[src/core/rscr_pkg.sv]
// Operation
// - Filter register bit 2 enables the channel 2 noise filter, bit 0 the channel 1 filter, other bits read zero.
// - After reset the filter register holds 05h, both filters on.
// - Model register bit 2 picks channel 2 model, bit 0 channel 1, 1 means processor diode, other bits read zero.
// - After reset the channel 2 model bit is 0, discrete transistor model.
// - After reset the channel 1 model bit is 1 and all other model bits are 0.
// - Mode register bits 6-4 give channel 2 mode: 000 off, 001 and 111 on.
// - Mode register bits 2-0 give channel 1 mode with the same codes.
// - An enabled mode sets that channel's active flag, fully active within one conversion.
// - Filter on gives 1/32 degree result steps, filter off 1/8 degree with low bits zero.
package rscr_pkg;
	localparam logic [7:0] ADDR_FILTER = 8'h06;
	localparam logic [7:0] ADDR_MODE = 8'h07;
	localparam logic [7:0] ADDR_MODEL = 8'h30;
	localparam logic [7:0] RST_FILTER = 8'h05;
	localparam logic [7:0] RST_MODE = 8'h01;
	localparam logic [7:0] RST_MODEL = 8'h01;
	localparam logic [7:0] MASK_FILTER = 8'h05;
	localparam logic [7:0] MASK_MODEL = 8'h05;
	localparam logic [7:0] MASK_MODE = 8'h77;
	localparam int CH2_BIT = 2;
	localparam int CH1_BIT = 0;
	localparam int CH2_MODE_LSB = 4;
	localparam int CH1_MODE_LSB = 0;
	localparam logic [2:0] MODE_OFF = 3'h0;
	localparam logic [2:0] MODE_ON_A = 3'h1;
	localparam logic [2:0] MODE_ON_B = 3'h7;
	localparam logic [2:0] FINE_LOW_MASK = 3'h0;
	localparam logic [4:0] COARSE_LOW_MASK = 5'h00;

	typedef struct packed {
		logic filter_on;
		logic model_pick;
		logic mode_on;
	} rscr_chan_cfg_t;
endpackage

[src/core/rscr_chan_latch.sv]
`timescale 1ns/1ps
`default_nettype none
module rscr_chan_latch (
	// clock and reset
	input wire logic clock_i,
	input wire logic reset_i,
	// settings and conversion start
	input wire rscr_pkg::rscr_chan_cfg_t cfg_i,
	input wire logic conv_start_i,
	// live settings
	output var rscr_pkg::rscr_chan_cfg_t cfg_o
);
	rscr_pkg::rscr_chan_cfg_t cfg_r;

	// only sampled at conversion start; mid-conversion writes wait
	always_ff @(posedge clock_i) begin
		if (reset_i)
			cfg_r <= '0;
		else if (conv_start_i)
			cfg_r <= cfg_i;
	end

	assign cfg_o = cfg_r;
endmodule // rscr_chan_latch
`default_nettype wire

[src/core/rscr_regs.sv]
`timescale 1ns/1ps
`default_nettype none
module rscr_regs (
	// clock and reset
	input wire logic clock_i,
	input wire logic reset_i,
	// register port from the serial interface
	input wire logic [7:0] reg_addr_i,
	input wire logic reg_wr_i,
	input wire logic [7:0] reg_wdata_i,
	input wire logic reg_rd_i,
	output logic [7:0] reg_rdata_o,
	output logic reg_hit_o,
	// conversion engine handshake
	input wire logic ch1_conv_start_i,
	input wire logic ch2_conv_start_i,
	input wire logic ch1_conv_done_i,
	input wire logic ch2_conv_done_i,
	input wire logic [12:0] ch1_raw_i,
	input wire logic [12:0] ch2_raw_i,
	// settings applied to conversion
	output logic ch1_filter_on_o,
	output logic ch2_filter_on_o,
	output logic ch1_model_pick_o,
	output logic ch2_model_pick_o,
	output logic [1:0] ch_measure_mode_active_flag_o,
	output logic [12:0] ch1_result_o,
	output logic [12:0] ch2_result_o
);
	////////////////////////////////////////////////////////////////////////
	logic [7:0] filter_r;
	logic [7:0] model_r;
	logic [7:0] mode_r;
	logic [7:0] rdata_nxt;
	logic hit_nxt;
	logic [2:0] ch1_measure_mode_code;
	logic [2:0] ch2_measure_mode_code;
	logic ch1_mode_on;
	logic ch2_mode_on;
	rscr_pkg::rscr_chan_cfg_t ch1_cfg;
	rscr_pkg::rscr_chan_cfg_t ch2_cfg;
	rscr_pkg::rscr_chan_cfg_t ch1_live;
	rscr_pkg::rscr_chan_cfg_t ch2_live;
	logic wr_filter;
	logic wr_model;
	logic wr_mode;

	////////////////////////////////////////////////////////////////////////
	// package sanity; a bad constant would silently mis-map a field
	if (rscr_pkg::CH1_BIT >= rscr_pkg::CH2_BIT ||
		rscr_pkg::CH2_BIT > 7) begin : g_bad_chan_bits
		$error("channel bit positions do not fit the register");
	end
	if (rscr_pkg::CH2_MODE_LSB + 3 > 8) begin : g_bad_ch2_field
		$error("channel 2 mode field leaves the register");
	end
	if (rscr_pkg::CH1_MODE_LSB + 3 >
		rscr_pkg::CH2_MODE_LSB) begin : g_bad_mode_overlap
		$error("channel mode fields overlap");
	end
	if (rscr_pkg::MODE_ON_A == rscr_pkg::MODE_OFF ||
		rscr_pkg::MODE_ON_B == rscr_pkg::MODE_OFF) begin : g_bad_codes
		$error("an enable code equals the off code");
	end
	// filter and model share the channel bit positions
	if (rscr_pkg::MASK_FILTER != rscr_pkg::MASK_MODEL) begin : g_bad_masks
		$error("filter and model bit maps differ");
	end
	if ((rscr_pkg::RST_FILTER & ~rscr_pkg::MASK_FILTER) !=
		8'h00) begin : g_bad_filter_rst
		$error("filter reset value sets a reserved bit");
	end
	if ((rscr_pkg::RST_MODEL & ~rscr_pkg::MASK_MODEL) !=
		8'h00) begin : g_bad_model_rst
		$error("model reset value sets a reserved bit");
	end
	if ((rscr_pkg::RST_MODE & ~rscr_pkg::MASK_MODE) !=
		8'h00) begin : g_bad_mode_rst
		$error("mode reset value sets a reserved bit");
	end

	////////////////////////////////////////////////////////////////////////
	// write decode; unmapped addresses match nothing and are ignored
	assign wr_filter = reg_wr_i && (reg_addr_i == rscr_pkg::ADDR_FILTER);
	assign wr_model = reg_wr_i && (reg_addr_i == rscr_pkg::ADDR_MODEL);
	assign wr_mode = reg_wr_i && (reg_addr_i == rscr_pkg::ADDR_MODE);

	////////////////////////////////////////////////////////////////////////
	// register writes; reserved bits never stored so they read zero
	always_ff @(posedge clock_i) begin
		if (reset_i)
			filter_r <= rscr_pkg::RST_FILTER;
		else if (wr_filter)
			filter_r <= reg_wdata_i & rscr_pkg::MASK_FILTER;
	end

	always_ff @(posedge clock_i) begin
		if (reset_i)
			model_r <= rscr_pkg::RST_MODEL;
		else if (wr_model)
			model_r <= reg_wdata_i & rscr_pkg::MASK_MODEL;
	end

	// bits 7 and 3 masked even if software forgets them
	always_ff @(posedge clock_i) begin
		if (reset_i)
			mode_r <= rscr_pkg::RST_MODE;
		else if (wr_mode)
			mode_r <= reg_wdata_i & rscr_pkg::MASK_MODE;
	end

	////////////////////////////////////////////////////////////////////////
	// mode decode; undefined codes treated as off
	assign ch2_measure_mode_code = mode_r[rscr_pkg::CH2_MODE_LSB +: 3];
	assign ch1_measure_mode_code = mode_r[rscr_pkg::CH1_MODE_LSB +: 3];
	// undefined codes are forbidden to software and read here as off
	function automatic logic mode_is_on(input logic [2:0] code);
		logic on;
		on = 1'b0;
		unique case (code)
			rscr_pkg::MODE_OFF: on = 1'b0;
			rscr_pkg::MODE_ON_A: on = 1'b1;
			rscr_pkg::MODE_ON_B: on = 1'b1;
			default: on = 1'b0;
		endcase
		return on;
	endfunction

	assign ch2_mode_on = mode_is_on(ch2_measure_mode_code);
	assign ch1_mode_on = mode_is_on(ch1_measure_mode_code);

	assign ch1_cfg = '{filter_on: filter_r[rscr_pkg::CH1_BIT],
		model_pick: model_r[rscr_pkg::CH1_BIT], mode_on: ch1_mode_on};
	assign ch2_cfg = '{filter_on: filter_r[rscr_pkg::CH2_BIT],
		model_pick: model_r[rscr_pkg::CH2_BIT], mode_on: ch2_mode_on};

	rscr_chan_latch u_ch1 (
		.clock_i(clock_i),
		.reset_i(reset_i),
		.cfg_i(ch1_cfg),
		.conv_start_i(ch1_conv_start_i),
		.cfg_o(ch1_live)
	);

	rscr_chan_latch u_ch2 (
		.clock_i(clock_i),
		.reset_i(reset_i),
		.cfg_i(ch2_cfg),
		.conv_start_i(ch2_conv_start_i),
		.cfg_o(ch2_live)
	);

	////////////////////////////////////////////////////////////////////////
	// settings out, registered; zero until the first conversion start
	always_ff @(posedge clock_i) begin
		if (reset_i)
			ch1_filter_on_o <= 1'b0;
		else
			ch1_filter_on_o <= ch1_live.filter_on;
	end

	always_ff @(posedge clock_i) begin
		if (reset_i)
			ch2_filter_on_o <= 1'b0;
		else
			ch2_filter_on_o <= ch2_live.filter_on;
	end

	always_ff @(posedge clock_i) begin
		if (reset_i)
			ch1_model_pick_o <= 1'b0;
		else
			ch1_model_pick_o <= ch1_live.model_pick;
	end

	always_ff @(posedge clock_i) begin
		if (reset_i)
			ch2_model_pick_o <= 1'b0;
		else
			ch2_model_pick_o <= ch2_live.model_pick;
	end

	// flag follows the latched mode, so it rises with the next conversion
	always_ff @(posedge clock_i) begin
		if (reset_i)
			ch_measure_mode_active_flag_o <= 2'h0;
		else
			ch_measure_mode_active_flag_o <=
				{ch2_live.mode_on, ch1_live.mode_on};
	end

	// resolution: zero unused low bits per filter setting
	always_ff @(posedge clock_i) begin
		if (reset_i)
			ch1_result_o <= 13'h0000;
		else if (ch1_conv_done_i)
			ch1_result_o <= ch1_live.filter_on ?
				ch1_raw_i : {ch1_raw_i[12:2], 2'h0};
	end

	always_ff @(posedge clock_i) begin
		if (reset_i)
			ch2_result_o <= 13'h0000;
		else if (ch2_conv_done_i)
			ch2_result_o <= ch2_live.filter_on ?
				ch2_raw_i : {ch2_raw_i[12:2], 2'h0};
	end

	////////////////////////////////////////////////////////////////////////
	// read mux
	always_comb begin
		rdata_nxt = 8'h00;
		hit_nxt = 1'b1;
		unique case (reg_addr_i)
			rscr_pkg::ADDR_FILTER: rdata_nxt = filter_r;
			rscr_pkg::ADDR_MODEL: rdata_nxt = model_r;
			rscr_pkg::ADDR_MODE: rdata_nxt = mode_r;
			default: hit_nxt = 1'b0;
		endcase
	end

	always_ff @(posedge clock_i) begin
		if (reset_i) begin
			reg_rdata_o <= 8'h00;
			reg_hit_o <= 1'b0;
		end else if (reg_rd_i) begin
			reg_rdata_o <= rdata_nxt;
			reg_hit_o <= hit_nxt;
		end
	end
endmodule // rscr_regs
`default_nettype wire

[config.mk]
export PLATFORM = sky130hd
export DESIGN_NAME = rscr_regs
export DESIGN_NICKNAME = d
export VERILOG_FILES = /design/src/core/rscr_pkg.sv /design/src/core/rscr_chan_latch.sv /design/src/core/rscr_regs.sv
export SDC_FILE = /design/constraint.sdc
export NUM_CORES = 1
export LEC_CHECK = 0
export BUFFER_PORTS_ARGS = -buffer_cell sky130_fd_sc_hd__buf_2
export CORE_MARGIN = 4
export CORE_UTILIZATION = 50
export DETAILED_ROUTE_END_ITERATION = 10
export HOLD_SLACK_MARGIN = 0.03
export PLACE_DENSITY = 0.82
export SYNTH_ARGS = -nofsm -noshare
export SYNTH_HDL_FRONTEND = slang
export SYNTH_SLANG_ARGS = --single-unit
[constraint.sdc]
create_clock -name clock_i -period 3.4 [get_ports clock_i]
set_clock_uncertainty 0.05 [all_clocks]
set_input_delay 0.51 -clock clock_i [delete_from_list [all_inputs] [get_ports clock_i]]
set_output_delay 0.51 -clock clock_i [all_outputs]
set_load 0.01 [all_outputs]
==> results by group <==
Setup path
  • Worst setup slack for register-to-register paths: around 2.3 ns
  • Critical path capture point type: flip-flop
  • WS Path Type: in -> reg
  • Launching instance or port of the critical path: reg_addr_i[7]
  • Path depth of the worst reg2reg path: 3
  • Critical R2R Launch: mode_r[2]
  • Crit Reg-Reg Endpoint: reg_rdata_o[2]
  • Buffers plus inverters on the worst setup path: 1
  • Cells traversed along the worst timing path: buf_2, or4b_4, nor3_4, mux2i_1
  • Max incr delay on CP: approximately 0.60 ns
  • Data required time of the critical path: between 3 and 4 ns
  • Maximum fanout along the worst path: 6
  • Arrival time at the worst endpoint: 1.70 ns
  • Family with the most delay on the worst path: simple AND/OR/NAND/NOR gates
  • Crit path max-delay cell type: sky130_fd_sc_hd__or4b_4
  • Launching element type of the critical path: primary input

Drt
  • Via-per-instance ratio: 5.07
  • Routed wirelength normalized by instance count: between 10 and 15 um
  • Length of the first detailed-routing pass in iterations: 4
  • Final routed DRC violation total: 0
  • DRT Wirelength: ~4600 um
  • Post-route ant nets: 0
  • Drt initial violations: 100
  • Via count: roughly 1700

Min path
  • Worst min path class: in -> reg
  • Worst-case hold path end point: ch1_result_o[8]
  • Instance count along the most critical hold path: 3
  • Origin of the worst min-delay path: ch1_raw_i[8]

Synth
  • Average cell area after synthesis: 10.3 um2
  • Number of flops mapped to enable cells by yosys: 0
  • Post-synthesis instance area: 2160 um2
  • Number of distinct library cells after synthesis: 26
  • Yosys Warn Count: 0
  • Sequential element share of the synthesized area: 0.511
  • Primary flip-flop cell chosen by synthesis mapping: sky130_fd_sc_hd__dfxtp_1
  • Post-synthesis instance total: 210
  • FFs w/ async S/R, synth: 0
  • #FFs+latches synth: 55

Die
  • Initial core utilization: 0.528
  • Chip Width: around 74 um
  • Core footprint: approximately 4000 um2
  • Die footprint: between 5000 and 6000 um2
  • I/O Pins: 91
  • Height of the chip: around 74 um
  • Row count: 23

Global routing
  • Global-route wire length before repair: about 7600 um
  • Number of global-route vias before repair: approximately 1700
  • Global route total overflow: 0
  • Pin count of the biggest net entering global routing: 59
  • Initial antenna violation count: 0
  • Overall Global Routing Usage: 0.182

Timing
  • Accumulated negative setup slack: 0 ns
  • Tcrit/Tclk final: 0.448
  • Total count of max-transition violations in the final report: 0
  • Relative slew slack: 0.367
  • Slew @ Worst Pin: roughly 0.95 ns
  • RSZ-0062 raised after global routing: false
  • Fmax: about 660 MHz
  • Post-layout min period: roughly 1.5 ns
  • Final hold vios: 0
  • Setup-failing EPs final: 0

Placement
  • Quantity of I/O buffers inserted on ports: 86
  • RePlAce Congestion: approximately 0.79
  • Total placed cells including tap cells: approximately 330
  • Placement-stage cell area: 2580 um2
  • Half-perimeter wire length of the detailed placement result: ~3300 um

Final layout
  • Area growth, synth to finish: 24.8%
  • Area used by multi-input combinational logic: between 900 and 1000 um2
  • Ant. Diodes: 0
  • Reg area: 1100 um2
  • Net total in the final layout: between 300 and 400
  • Number of filler instances in the final layout: between 300 and 400
  • Layout cells sized above 1: 0.355
  • Summed area of non-filler cells in the final layout: about 2700 um2
  • Utilization after layout: 0.658
  • Final cell count without fillers: 340

Power
  • Worst IR Drop VDD: 0.000326 V
  • Proportion of power drawn by flip-flops and latches: 0.554
  • Comb pwr share: 0.106
  • Pwr Total: 0.00122 W
  • Lkg Pwr: around 1.3 nW
  • Switching share of power: 0.230
  • Portion of total power attributed to the clock network: 0.341
  • Power dissipated by switching net loads: 0.000282 W
  • Cell internal power dissipation: roughly 0.00094 W
  • Cell area power density: roughly 460 nW/um2

Clocking
  • Skew-Pair Late Insertion Delay: around 0.3 ns
  • Total number of H-tree levels: 2
  • Clock buffers created by TritonCTS: 5
  • Count of hold buffers inserted by post-cts repair: 0
  • Number of setup buffers added after CTS: 0
  • Clock Tree Buf Depth: 2
  • Clock tree from TritonCTS: built
  • Clock root buffer: sky130_fd_sc_hd__clkbuf_8
  • Number of gates resized after CTS: 0
  • Clk pin slew, worst setup/hold paths: 0.09 ns
  • Sinks on Clock Net: 55

Status
  • Outcome: complete, no violations

Job
  • Maxcap violations: 0
[worst register-to-register path: stages, from the launching register on]
cell                      delay, ns
sky130_fd_sc_hd__dfxtp_1       0.34
sky130_fd_sc_hd__mux2_2        0.26
sky130_fd_sc_hd__a32o_1        0.20
sky130_fd_sc_hd__a22o_1        0.19
[state kept, by name, indices dropped and copies added, names as in the netlist]
register,count
ch2_model_pick_o,1
reg_hit_o,1
ch1_filter_on_o,1
mode_r,6
ch1_model_pick_o,1
model_r,2
filter_r,2
ch2_result_o,13
reg_rdata_o,6
u_ch1.cfg_o,3
ch2_filter_on_o,1
ch_measure_mode_active_flag_o,2
u_ch2.cfg_o,3
ch1_result_o,13
[power groups by stage]
stage	sequential (W)	clock, W	combinational (W)
floorplan	0.000702	0	0.0000638
global placement	0.000692	0	0.000128
detailed placement	0.000693	0	0.000131
CTS	0.000678	0.000433	0.000131
global route	0.000681	0.000453	0.000144
finish	0.000678	0.000417	0.000130
[cell usage in the layout (no fill, tap or decap), drive strengths merged]
master / count
buf: 87
dfxtp: 55
nor2: 34
mux2i: 32
a21oi: 14
nand2b: 13
nand4: 8
nor2b: 8
nand3: 7
clkbuf: 5
o31ai: 4
nor4b: 3
nor3: 3
mux2: 2
a32o: 2
a22o: 2
xnor2: 2
conb: 2
nor4bb: 1
inv: 1
or4b: 1
or4bb: 1
a211oi: 1
clkinvlp: 1
bufinv: 1
[metrics by stage]
step,setup WS (ns),hold slack [ns]
2_1_floorplan,1.74,0.387
3_3_place_gp,1.59,0.397
3_5_place_dp,1.57,0.407
4_1_cts,1.87,0.372
5_1_grt,1.81,0.388
6_report,1.88,0.382
[worst max-delay path by stage]
stage / to / slack [ns] / cells after the start
6_report: mode_r[2] / 1.88 / 4
5_1_grt: reg_rdata_o[0] / 1.81 / 3
4_1_cts: mode_r[2] / 1.87 / 4
3_5_place_dp: reg_rdata_o[2] / 1.57 / 3
3_3_place_gp: reg_rdata_o[2] / 1.59 / 3
2_1_floorplan: filter_r[0] / 1.74 / 4
[Yosys cell counts, types with 2 or more instances]
cell type | count | share of area
sky130_fd_sc_hd__a32o_1 | 2 | 0.0093
sky130_fd_sc_hd__nor4b_2 | 3 | 0.021
sky130_fd_sc_hd__nand2b_1 | 13 | 0.038
sky130_fd_sc_hd__nor2b_1 | 8 | 0.023
sky130_fd_sc_hd__buf_4 | 2 | 0.0070
sky130_fd_sc_hd__nor2_1 | 34 | 0.059
sky130_fd_sc_hd__clkbuf_1 | 8 | 0.014
sky130_fd_sc_hd__o31ai_1 | 4 | 0.014
sky130_fd_sc_hd__nand3_1 | 7 | 0.016
sky130_fd_sc_hd__mux2i_1 | 32 | 0.15
sky130_fd_sc_hd__xnor2_1 | 2 | 0.0081
sky130_fd_sc_hd__dfxtp_1 | 55 | 0.51
sky130_fd_sc_hd__nand4_1 | 8 | 0.023
sky130_fd_sc_hd__a21oi_1 | 14 | 0.033
sky130_fd_sc_hd__mux2_2 | 2 | 0.010
sky130_fd_sc_hd__nor3_4 | 2 | 0.015
sky130_fd_sc_hd__a22o_1 | 2 | 0.0081
sky130_fd_sc_hd__buf_2 | 4 | 0.0093
[logic make-up (layout without fill, tap and decap cells)]
logic type,after synthesis,after routing,synth area share
xor+xnor,2,2,0.00813
buf+inv,16,95,0.0371
simple gates,79,79,0.216
mux,34,34,0.159
flops,55,55,0.511
compound gates,23,23,0.0673
other cells,1,2,0.00174
[final cells by class]
| class | instances | area share |
|---|---|---|
| Tap cell | 50 | 0.0233 |
| Timing Repair Buffer | 87 | 0.163 |
| Multi-Input combinational cell | 140 | 0.364 |
| Inverter | 1 | 0.00140 |
| Clock inverter | 2 | 0.0140 |
| Clock buffer | 5 | 0.0256 |
| Sequential cell | 55 | 0.409 |
[per-layer routing]
| layer | routed length [um] | up-vias | GRT usage |
|---|---|---|---|
| met5 | 0 | - | 0 |
| met4 | 63 | 0 | 0.0724 |
| met3 | 360 | 4 | 0.0520 |
| met2 | 2200 | 55 | 0.309 |
| met1 | 1930 | 787 | 0.214 |
| li1 | - | 879 | - |
No activity file was read; power rests on OpenSTA's default activity.
